## config.mk

```make
export PLATFORM = sky130hd
export DESIGN_NAME = dsaa_host_xport_flat
export DESIGN_NICKNAME = d
export VERILOG_FILES = /design/src/rtl/dsaa_pkg.sv /design/src/rtl/dsaa_link_if.sv /design/src/rtl/dsaa_host_xport.sv /design/src/flat_wrapper.sv
export SDC_FILE = /design/constraint.sdc
export NUM_CORES = 1
export LEC_CHECK = 0
export ABC_CLOCK_PERIOD_IN_PS = 2700
export BUFFER_PORTS_ARGS = -buffer_cell sky130_fd_sc_hd__buf_2
export CAP_MARGIN = 20
export CORE_UTILIZATION = 54
export CTS_CLUSTER_DIAMETER = 120
export DETAILED_ROUTE_END_ITERATION = 10
export PLACE_DENSITY = 0.82
export SLEW_MARGIN = 20
export SYNTH_ARGS = -nofsm -noshare
export SYNTH_HDL_FRONTEND = slang
export SYNTH_SLANG_ARGS = --single-unit
```

## constraint.sdc

```tcl
create_clock -name i_clk -period 2.7 [get_ports i_clk]
set_input_delay 0.405 -clock i_clk [delete_from_list [all_inputs] [get_ports i_clk]]
set_output_delay 0.405 -clock i_clk [all_outputs]
set_load 0.005 [all_outputs]
```

## src/rtl/dsaa_pkg.sv

```systemverilog
// DMA Setup auto-activate: shared constants and types.
// Assumes a 32-bit dword word path between the transport ends.
package dsaa_pkg;
	localparam logic [7:0] FIS_TYPE_DMA_SETUP = 8'h41;
	localparam logic [7:0] FIS_TYPE_DMA_ACT   = 8'h39;
	localparam logic [7:0] FIS_TYPE_DATA      = 8'h46;
	localparam int         SETUP_DWORDS       = 7;
	localparam logic [2:0] SETUP_LAST_IDX     = 3'h6;
	// Field positions in dword 0
	localparam int         TYPE_LSB           = 0;
	localparam int         DIR_BIT            = 13;
	localparam int         INTR_BIT           = 14;
	localparam int         AUTO_ACT_BIT       = 15;
	// Dword indices of setup fields
	localparam logic [2:0] IDX_HDR            = 3'h0;
	localparam logic [2:0] IDX_BUF_LO         = 3'h1;
	localparam logic [2:0] IDX_BUF_HI         = 3'h2;
	localparam logic [2:0] IDX_OFFSET         = 3'h4;
	localparam logic [2:0] IDX_COUNT          = 3'h5;
	localparam logic [31:0] ZERO_WORD         = 32'h0000_0000;

	typedef struct packed {
		logic [63:0] buf_id;
		logic [31:0] buf_offset;
		logic [31:0] xfer_count;
		logic        dir_d2h;
		logic        auto_act;
	} dsaa_ctx_s;
endpackage

```

## src/rtl/dsaa_link_if.sv

```systemverilog
// Word link between host transport end and device transport end.
// Assumes both ends share i_clk; no clocking block.
`timescale 1ns/1ns
interface dsaa_link_if;
	// Device to host words
	logic [31:0] d2h_data;
	logic        d2h_valid;
	logic        d2h_sof;
	logic        d2h_eof;
	// Host to device words
	logic [31:0] h2d_data;
	logic        h2d_valid;
	logic        h2d_sof;
	logic        h2d_eof;
	// Link illegal-transition notice to host
	logic        illegal_trans;

	modport host
	(
		input  d2h_data, d2h_valid, d2h_sof, d2h_eof, illegal_trans,
		output h2d_data, h2d_valid, h2d_sof, h2d_eof
	);
	modport dev
	(
		output d2h_data, d2h_valid, d2h_sof, d2h_eof, illegal_trans,
		input  h2d_data, h2d_valid, h2d_sof, h2d_eof
	);
endinterface

```

## src/rtl/dsaa_host_xport.sv

```systemverilog
// Host transport end: receives DMA Setup, loads DMA context,
// and on auto-activate starts the first outbound Data frame.
// Assumes the link delivers whole frames, one word per valid cycle.
`timescale 1ns/1ns
module dsaa_host_xport
(
	// Clock and reset
	input  wire logic          i_clk,
	input  wire logic          i_rst,
	// Link side
	dsaa_link_if.host          link,
	// User control
	input  wire logic          i_auto_en,
	input  wire logic [31:0]   i_tx_word,
	// User status
	output logic               o_tx_take,
	output logic               o_ctx_valid,
	output dsaa_pkg::dsaa_ctx_s o_ctx,
	output logic               o_setup_err,
	output logic               o_xfer_done
);
	typedef enum logic [2:0] {
		ST_IDLE,
		ST_RX_SETUP,
		ST_SETUP_DONE,
		ST_WAIT_END,
		ST_OUT_DATA
	} dsaa_hst_e;

	typedef struct packed {
		dsaa_hst_e           st;
		logic [2:0]          idx;
		logic                err;
		logic [31:0]         left;
		logic                first;
		dsaa_pkg::dsaa_ctx_s ctx;
		logic                ctx_valid;
		logic                setup_err;
		logic                done;
		logic [31:0]         tx_data;
		logic                tx_valid;
		logic                tx_sof;
		logic                tx_eof;
	} dsaa_hst_s;

	dsaa_hst_s cur_ff;
	dsaa_hst_s nxt_cur;

	// Activate frame header on the link
	function automatic logic act_hdr(input logic v, input logic s,
		input logic [31:0] w);
		return v && s && w[7:0] == dsaa_pkg::FIS_TYPE_DMA_ACT;
	endfunction

	// --------------------------------------------------------------
	// Next state
	// --------------------------------------------------------------
	always_comb
	begin
		nxt_cur          = cur_ff;
		nxt_cur.done     = 1'b0;
		nxt_cur.tx_valid = 1'b0;
		nxt_cur.tx_sof   = 1'b0;
		nxt_cur.tx_eof   = 1'b0;
		o_tx_take        = 1'b0;
		unique case (cur_ff.st)
			ST_IDLE:
			begin
				if (link.d2h_valid && link.d2h_sof && link.d2h_data[7:0]
					== dsaa_pkg::FIS_TYPE_DMA_SETUP)
				begin
					nxt_cur.st        = ST_RX_SETUP;
					nxt_cur.idx       = 3'h1;
					nxt_cur.err       = link.d2h_eof;
					nxt_cur.ctx_valid = 1'b0;
					nxt_cur.ctx.dir_d2h =
						link.d2h_data[dsaa_pkg::DIR_BIT];
					nxt_cur.ctx.auto_act = i_auto_en &&
						link.d2h_data[dsaa_pkg::AUTO_ACT_BIT];
					if (link.d2h_eof)
						nxt_cur.st = ST_SETUP_DONE;
				end
				else if (act_hdr(link.d2h_valid, link.d2h_sof,
					link.d2h_data) && cur_ff.ctx_valid && !cur_ff.ctx.dir_d2h)
				begin
					nxt_cur.st    = ST_OUT_DATA;
					nxt_cur.first = 1'b1;
					nxt_cur.left  = cur_ff.ctx.xfer_count;
					if (!link.d2h_eof)
						nxt_cur.st = ST_WAIT_END;
				end
			end
			ST_WAIT_END:
			begin
				if (link.d2h_valid && link.d2h_eof)
					nxt_cur.st = ST_OUT_DATA;
			end
			ST_RX_SETUP:
			begin
				if (link.d2h_valid)
				begin
					// Load context fields by word index
					unique case (cur_ff.idx)
						dsaa_pkg::IDX_BUF_LO:
							nxt_cur.ctx.buf_id[31:0] = link.d2h_data;
						dsaa_pkg::IDX_BUF_HI:
							nxt_cur.ctx.buf_id[63:32] = link.d2h_data;
						dsaa_pkg::IDX_OFFSET:
							nxt_cur.ctx.buf_offset = link.d2h_data;
						dsaa_pkg::IDX_COUNT:
							nxt_cur.ctx.xfer_count = link.d2h_data;
						default:
							nxt_cur.ctx = cur_ff.ctx;
					endcase
					nxt_cur.idx = cur_ff.idx + 3'h1;
					if (link.d2h_eof)
					begin
						nxt_cur.st  = ST_SETUP_DONE;
						nxt_cur.err = cur_ff.err ||
							cur_ff.idx != dsaa_pkg::SETUP_LAST_IDX;
					end
					else if (cur_ff.idx == dsaa_pkg::SETUP_LAST_IDX)
						nxt_cur.err = 1'b1;
				end
			end
			ST_SETUP_DONE:
			begin
				// Context complete; choose next state
				nxt_cur.ctx_valid = !cur_ff.err;
				nxt_cur.setup_err = cur_ff.err;
				nxt_cur.first     = 1'b1;
				nxt_cur.left      = cur_ff.ctx.xfer_count;
				if (cur_ff.err)
					nxt_cur.st = ST_IDLE;
				else if (cur_ff.ctx.auto_act && !cur_ff.ctx.dir_d2h)
					nxt_cur.st = ST_OUT_DATA;
				else if (act_hdr(link.d2h_valid, link.d2h_sof,
					link.d2h_data) && !cur_ff.ctx.dir_d2h)
				begin
					// Activate right behind the setup frame
					nxt_cur.st = ST_OUT_DATA;
					if (!link.d2h_eof)
						nxt_cur.st = ST_WAIT_END;
				end
				else
					nxt_cur.st = ST_IDLE;
			end
			ST_OUT_DATA:
			begin
				o_tx_take        = 1'b1;
				nxt_cur.tx_valid = 1'b1;
				nxt_cur.tx_sof   = cur_ff.first;
				nxt_cur.tx_data  = cur_ff.first ?
					{24'h00_0000, dsaa_pkg::FIS_TYPE_DATA} : i_tx_word;
				o_tx_take        = !cur_ff.first;
				nxt_cur.first    = 1'b0;
				if (!cur_ff.first)
					nxt_cur.left = cur_ff.left - 32'h0000_0004;
				if (!cur_ff.first && cur_ff.left <= 32'h0000_0004)
				begin
					nxt_cur.tx_eof = 1'b1;
					nxt_cur.done   = 1'b1;
					nxt_cur.st     = ST_IDLE;
				end
			end
			default:
				nxt_cur.st = ST_IDLE;
		endcase
		if (link.illegal_trans && cur_ff.st != ST_IDLE)
		begin
			nxt_cur.st        = ST_IDLE;
			nxt_cur.setup_err = cur_ff.st == ST_RX_SETUP ||
				cur_ff.st == ST_SETUP_DONE;
			nxt_cur.tx_valid  = 1'b0;
		end
	end

	// --------------------------------------------------------------
	// State register
	// --------------------------------------------------------------
	always_ff @(posedge i_clk)
	begin
		if (i_rst)
			cur_ff <= '0;
		else
			cur_ff <= nxt_cur;
	end

	assign link.h2d_data  = cur_ff.tx_data;
	assign link.h2d_valid = cur_ff.tx_valid;
	assign link.h2d_sof   = cur_ff.tx_sof;
	assign link.h2d_eof   = cur_ff.tx_eof;
	assign o_ctx_valid    = cur_ff.ctx_valid;
	assign o_ctx          = cur_ff.ctx;
	assign o_setup_err    = cur_ff.setup_err;
	assign o_xfer_done    = cur_ff.done;
endmodule

```

## src/flat_wrapper.sv

```systemverilog
// flat-port wrapper written by rule: the top's interface ports become plain ports
module dsaa_host_xport_flat 
  (i_clk, i_rst, i_auto_en, i_tx_word, o_tx_take, o_ctx_valid, o_ctx, o_setup_err, o_xfer_done, link_d2h_data, link_d2h_valid, link_d2h_sof, link_d2h_eof, link_illegal_trans, link_h2d_data, link_h2d_valid, link_h2d_sof, link_h2d_eof);
  dsaa_link_if link_i ();
  input  wire logic i_clk;
  input  wire logic i_rst;
  input  wire logic i_auto_en;
  input  wire logic [31:0] i_tx_word;
  output logic o_tx_take;
  output logic o_ctx_valid;
  output dsaa_pkg::dsaa_ctx_s o_ctx;
  output logic o_setup_err;
  output logic o_xfer_done;
  input wire logic [$bits(link_i.d2h_data)-1:0] link_d2h_data;
  input wire logic [$bits(link_i.d2h_valid)-1:0] link_d2h_valid;
  input wire logic [$bits(link_i.d2h_sof)-1:0] link_d2h_sof;
  input wire logic [$bits(link_i.d2h_eof)-1:0] link_d2h_eof;
  input wire logic [$bits(link_i.illegal_trans)-1:0] link_illegal_trans;
  output wire logic [$bits(link_i.h2d_data)-1:0] link_h2d_data;
  output wire logic [$bits(link_i.h2d_valid)-1:0] link_h2d_valid;
  output wire logic [$bits(link_i.h2d_sof)-1:0] link_h2d_sof;
  output wire logic [$bits(link_i.h2d_eof)-1:0] link_h2d_eof;
  assign link_i.d2h_data = link_d2h_data;
  assign link_i.d2h_valid = link_d2h_valid;
  assign link_i.d2h_sof = link_d2h_sof;
  assign link_i.d2h_eof = link_d2h_eof;
  assign link_i.illegal_trans = link_illegal_trans;
  assign link_h2d_data = link_i.h2d_data;
  assign link_h2d_valid = link_i.h2d_valid;
  assign link_h2d_sof = link_i.h2d_sof;
  assign link_h2d_eof = link_i.h2d_eof;
  dsaa_host_xport u_core (.i_clk(i_clk), .i_rst(i_rst), .link(link_i), .i_auto_en(i_auto_en), .i_tx_word(i_tx_word), .o_tx_take(o_tx_take), .o_ctx_valid(o_ctx_valid), .o_ctx(o_ctx), .o_setup_err(o_setup_err), .o_xfer_done(o_xfer_done));
endmodule
```

Word-level counts from Yosys, hierarchy flattened
Index checks and enable logic that the tools add are counted.
- input port bits: 71
- register bits after elaboration: 207
- output and inout bits: 169
- $add $sub $neg: 2
- multiplexer cells: 29
- reduce and logical (&&, ||, !) cells: 35
- $lt $le $gt $ge: 1
- equality and inequality tests: 22
- bitwise gates (word level): 2
- operators with widths (kind ; count):
    33-bit case mux with 3 select lines ; 1
    33-bit 2-to-1 mux ; 2
    32-bit 2-to-1 mux ; 2
    3-bit 2-to-1 mux ; 11
    32-bit by 3-bit <= comparator with 1-bit output (second input constant) ; 1
    32-bit by 3-bit subtractor with 32-bit output (second input constant) ; 1
    3-bit AND reduction ; 7
    3-bit case mux with 5 select lines ; 1
    3-bit == test (second input constant) ; 4
    1-bit logical AND ; 11
    3-bit by 2-bit == test with 1-bit output (second input constant) ; 3
    8-bit by 6-bit == test with 1-bit output (second input constant) ; 1
    8-bit by 7-bit == test with 1-bit output (second input constant) ; 1
    2-bit by 1-bit != test with 1-bit output (second input constant) ; 4
    2-bit != test (second input constant) ; 4
    4-bit case mux with 2 select lines ; 1
    4-bit AND reduction ; 2
    7-bit 2-to-1 mux ; 1
    3-bit by 1-bit == test with 1-bit output (second input constant) ; 2
    1-bit 2-to-1 mux ; 6
    2-bit nonzero test ; 3
    3-bit nonzero test ; 2
    5-bit AND reduction ; 1
    4-bit 2-to-1 mux ; 1
    other kinds (13) ; 18

Depth between registers and ports, before layout
- depth after elaboration: 7
- depth in mapped cells: 8
- gate-level depth less buffers: 7

Worst setup path after synthesis
Ideal clock, no wire load.
- path type: register to register
- start point: register u_core.cur_ff[171] (netlist bit)
- end point: register u_core.cur_ff[197] (netlist bit)
- cell stages (with the launch flop): 8
- path buffers: 0
- clock period less this slack: 2.514 ns
- path slack: 0.186 ns
- required time: 2.583 ns
- arrival time: 2.396 ns
- cells stage by stage: dfxtp_1 -> inv_1 -> ha_1 -> or4b_2 -> or4b_1 -> nor3_1 -> o21ai_0 -> a32o_1
- word-level cells in the longest chain between the ends: 3
- RTL lines (what ; line ; text):
    start, declared ; dsaa_host_xport.sv:46 ; dsaa_hst_s cur_ff;
    start signal, assigned ; dsaa_host_xport.sv:186 ; cur_ff <= nxt_cur;
    32-bit by 3-bit subtractor with 32-bit output ; dsaa_host_xport.sv:158 ; nxt_cur.left = cur_ff.left - 32'h0000_0004;
    32-bit 2-to-1 mux ; dsaa_host_xport.sv:157 ; if (!cur_ff.first)
    33-bit case mux with 3 select lines ; dsaa_host_xport.sv:66 ; unique case (cur_ff.st)
No other way between the ends. The select of a mux whose other input is x is not followed.
A chain may end at the register's enable or synchronous reset.

Worst setup path after layout
- start point: register u_core.cur_ff[172] (netlist bit)
- end point: register u_core.cur_ff[197] (netlist bit)
The elaborated chain is that of the path after synthesis.

==> results.toml <==
[outcome]
status = "finished clean"

[flow_run]
timing.max_cap.violations = 0

[worst_setup_path]
cpMaxStageDelayCell = "or4b_2"
crit_required_ns = 3.09
r2r_start = "u_core.cur_ff[172]"
cp_top_family = "simple AND/OR/NAND/NOR gates"
r2r-end = "u_core.cur_ff[197]"
reg2reg_depth = 7
worstPathBufferInverterCount = 1
worstSetupEndpointType = "register"
crit_chain = "inv_1, ha_1, or4b_2, or4b_1, nor3_2, o21ai_0, a32o_1"
cp-endpoint = "u_core.cur_ff[197]"
crit_start = "u_core.cur_ff[172]"
start_kind = "register"
path_class = "register to register"
r2r_slack_ns = 0.17
critPathArrivalTime_ns = 2.92
cp.depth = 7
critPathMaxFanout = 5
slowest_delay_ns = 0.64

[clocking]
clockBufferDepth = 3
cts-root-buf = "clkbuf_16"
cts_buffers = 23
ctsHoldBuffers = 0
cts_setup_buffers = 0
cts.htree.levels = 1
cts.reportedPaths.clkPinSlew_ns = 0.06
cts.sinks = 207
clk_latency_ns = 0.50
cts_tree = "built"

[global_route]
gr-total-overflow = 0
grt_pass1_wl_microns = 40300
grt_max_degree = 80
grt_usage = 0.269
grt_pass1_vias = 7867
antenna_found_initial = 0

[synth]
synth_area_sq_um = 9780
yosys_warnings = 0
synth-seq-area-share = 0.424
synth_edf_count = 0
synth_nets = 1350
yosys_register_bits = 207
synth_area_per_cell_sq_um = 7.69
synth_ff_type = "dfxtp_1"
syn_inst = 1272
synthArstFlopShare = 0
ys_types = 63

[final_layout]
layout_common_cells = "303 x nand2_1, 238 x buf_2, 207 x dfxtp_1"
layout_commonest_cell = "nand2_1"
nets = 1397
area_delta_synth_final_pct = 10.8
num_antenna_cells = 0
drive_above_1_share = 0.243
final_cell_count_no_fill = 1560
fin_util = 0.620

[sta]
worst_slew_pin_slew_ns = 0.767
slew-limit-headroom = 0.484
rsz0062_at_grt = "no"
setup-violations-final = 0
period_share = 0.938
drv_slew = 0
max_freq_mhz = 395
final-hold-violation-count = 0
period_minus_slack_ns = 2.53
fin_skew_ns = 0.00854
finalSetupTns_ns = 0
worst_slack_ns = 0.168

[route]
initialDrtViolationCount = 919
wl_per_cell_microns = 16.6
wl_microns = 25800
viasPerCell = 5.68
vias = 8860
drc = 0
antenna_left = 0
dr.pass1.iters = 7

[worst_hold_path]
hp-class = "primary input to register"
whs_path_depth = 2

[power_and_ir_drop]
p_leak_nw = 4.60
power.density_nw_per_um2 = 608
ir_drop_mv = 0.619

[floorplan]
coreArea_sq_um = 17500
num_rows = 48
start_util = 0.560
die_area_sq_um = 18700
io_pins = 240
die_w_microns = 137
die_y_microns = 137

[placement]
gp_congestion = 0.897
dp_slack_ns = 0.152
io_buffers = 239
hpwlAfterDp_microns = 17800
post-place-cells = 1519
-- state kept, by name (all words and copies together), names as in the netlist --
signal	count
u_core.link.h2d_sof	1
u_core.o_setup_err	1
u_core.o_ctx_valid	1
u_core.cur_ff	40
u_core.o_ctx	130
u_core.link.h2d_data	32
u_core.o_xfer_done	1
u_core.link.h2d_valid	1
-- worst reg2reg max path, delay by kind of cell (launching register included) --
kind                     cells  cell delay (ns)
flip-flops                   1             0.33
adder cells (fa/ha/maj)      1             0.19
AO/OA/AOI/OAI                2             0.36
AND/OR/NAND/NOR              3             1.46
buffers and inverters        1             0.08
-- what timing repair did --
action / CTS / global route
endpoints found under the hold margin: 0 / 0
resized for setup: 0 / 1
endpoints found under the setup margin: 0 / 1
-- cell families (layout without fill, tap and decap cells) --
family | Yosys count | in the layout | share of synthesized area
AO/OA/AOI/OAI | 294 | 294 | 0.172
multiplexers | 1 | 1 | 0.00102
buffers and inverters | 256 | 319 | 0.162
flip-flops | 207 | 207 | 0.424
XOR/XNOR | 2 | 2 | 0.00179
adder cells (fa/ha/maj) | 7 | 7 | 0.00895
AND/OR/NAND/NOR | 505 | 505 | 0.230
-- final cells by class --
class | instances | area, sq um
flip-flops and latches | 207 | 4140
fillers | 1557 | 6640
well taps | 225 | 282
repair buffers | 270 | 1490
clock inverters | 11 | 174
inverters | 8 | 30.0
clock buffers | 30 | 652
multi-input cells | 809 | 4070
-- stage by stage --
step	hold WS, ns	cell area [sq um]	total power, W
CTS	0.160	10800	0.00663
finish	0.173	10800	0.00659
detailed placement	0.443	10000	0.00329
floorplan	0.437	9780	0.00318
global placement	0.438	10000	0.00329
global route	0.174	10800	0.00676
-- worst min path at each step --
stage	startpoint	end	slack, ns
after floorplan	u_core.o_ctx[100]	u_core.o_ctx[100]	0.44
after global placement	u_core.o_ctx[70]	u_core.o_ctx[70]	0.44
after detailed placement	u_core.o_ctx[102]	u_core.o_ctx[102]	0.44
after CTS	link_illegal_trans	u_core.link.h2d_valid	0.16
after global routing	link_illegal_trans	u_core.link.h2d_valid	0.17
final	link_illegal_trans	u_core.link.h2d_valid	0.17
-- power by group --
part | leakage [nW] | internal, W | switching [W]
registers | 1.67 | 0.00305 | 0.000000412
logic | 2.54 | 0.0000552 | 0.000112
clock network | 0.397 | 0.00209 | 0.00128
total | 4.60 | 0.00520 | 0.00139
-- cell usage after synthesis (3+ instances only) --
| library cell | n | area share |
|---|---|---|
| ha_1 | 7 | 0.0090 |
| or3_1 | 4 | 0.0026 |
| nor2_1 | 69 | 0.026 |
| o21a_1 | 6 | 0.0046 |
| and3_1 | 33 | 0.021 |
| nor4_1 | 9 | 0.0058 |
| and2_1 | 5 | 0.0032 |
| o41ai_1 | 6 | 0.0054 |
| nand2_1 | 303 | 0.12 |
| nand3_1 | 13 | 0.0067 |
| dfxtp_1 | 207 | 0.42 |
| a211oi_1 | 10 | 0.0077 |
| nand4_1 | 5 | 0.0032 |
| nor3b_1 | 6 | 0.0046 |
| or2_2 | 3 | 0.0019 |
| o21ai_0 | 34 | 0.017 |
| buf_2 | 3 | 0.0015 |
| a21oi_1 | 193 | 0.099 |
| clkbuf_1 | 81 | 0.031 |
| a31oi_1 | 4 | 0.0026 |
| o31a_1 | 3 | 0.0027 |
| inv_1 | 7 | 0.0027 |
| nor3_1 | 28 | 0.014 |
| o31ai_1 | 6 | 0.0046 |
| or4_1 | 5 | 0.0038 |
| a32o_1 | 6 | 0.0061 |
| buf_4 | 163 | 0.13 |
| o22ai_1 | 3 | 0.0019 |
| a22o_1 | 3 | 0.0027 |
| nor4b_1 | 3 | 0.0027 |
| a21o_1 | 4 | 0.0031 |
-- routing by layer --
metal | track usage | wire (microns)
met1 | 0.354 | 10800
met2 | 0.440 | 12300
met4 | 0.0926 | 821
met5 | 0 | 0
met3 | 0.0489 | 1950
(Power assumes the default switching activity.)
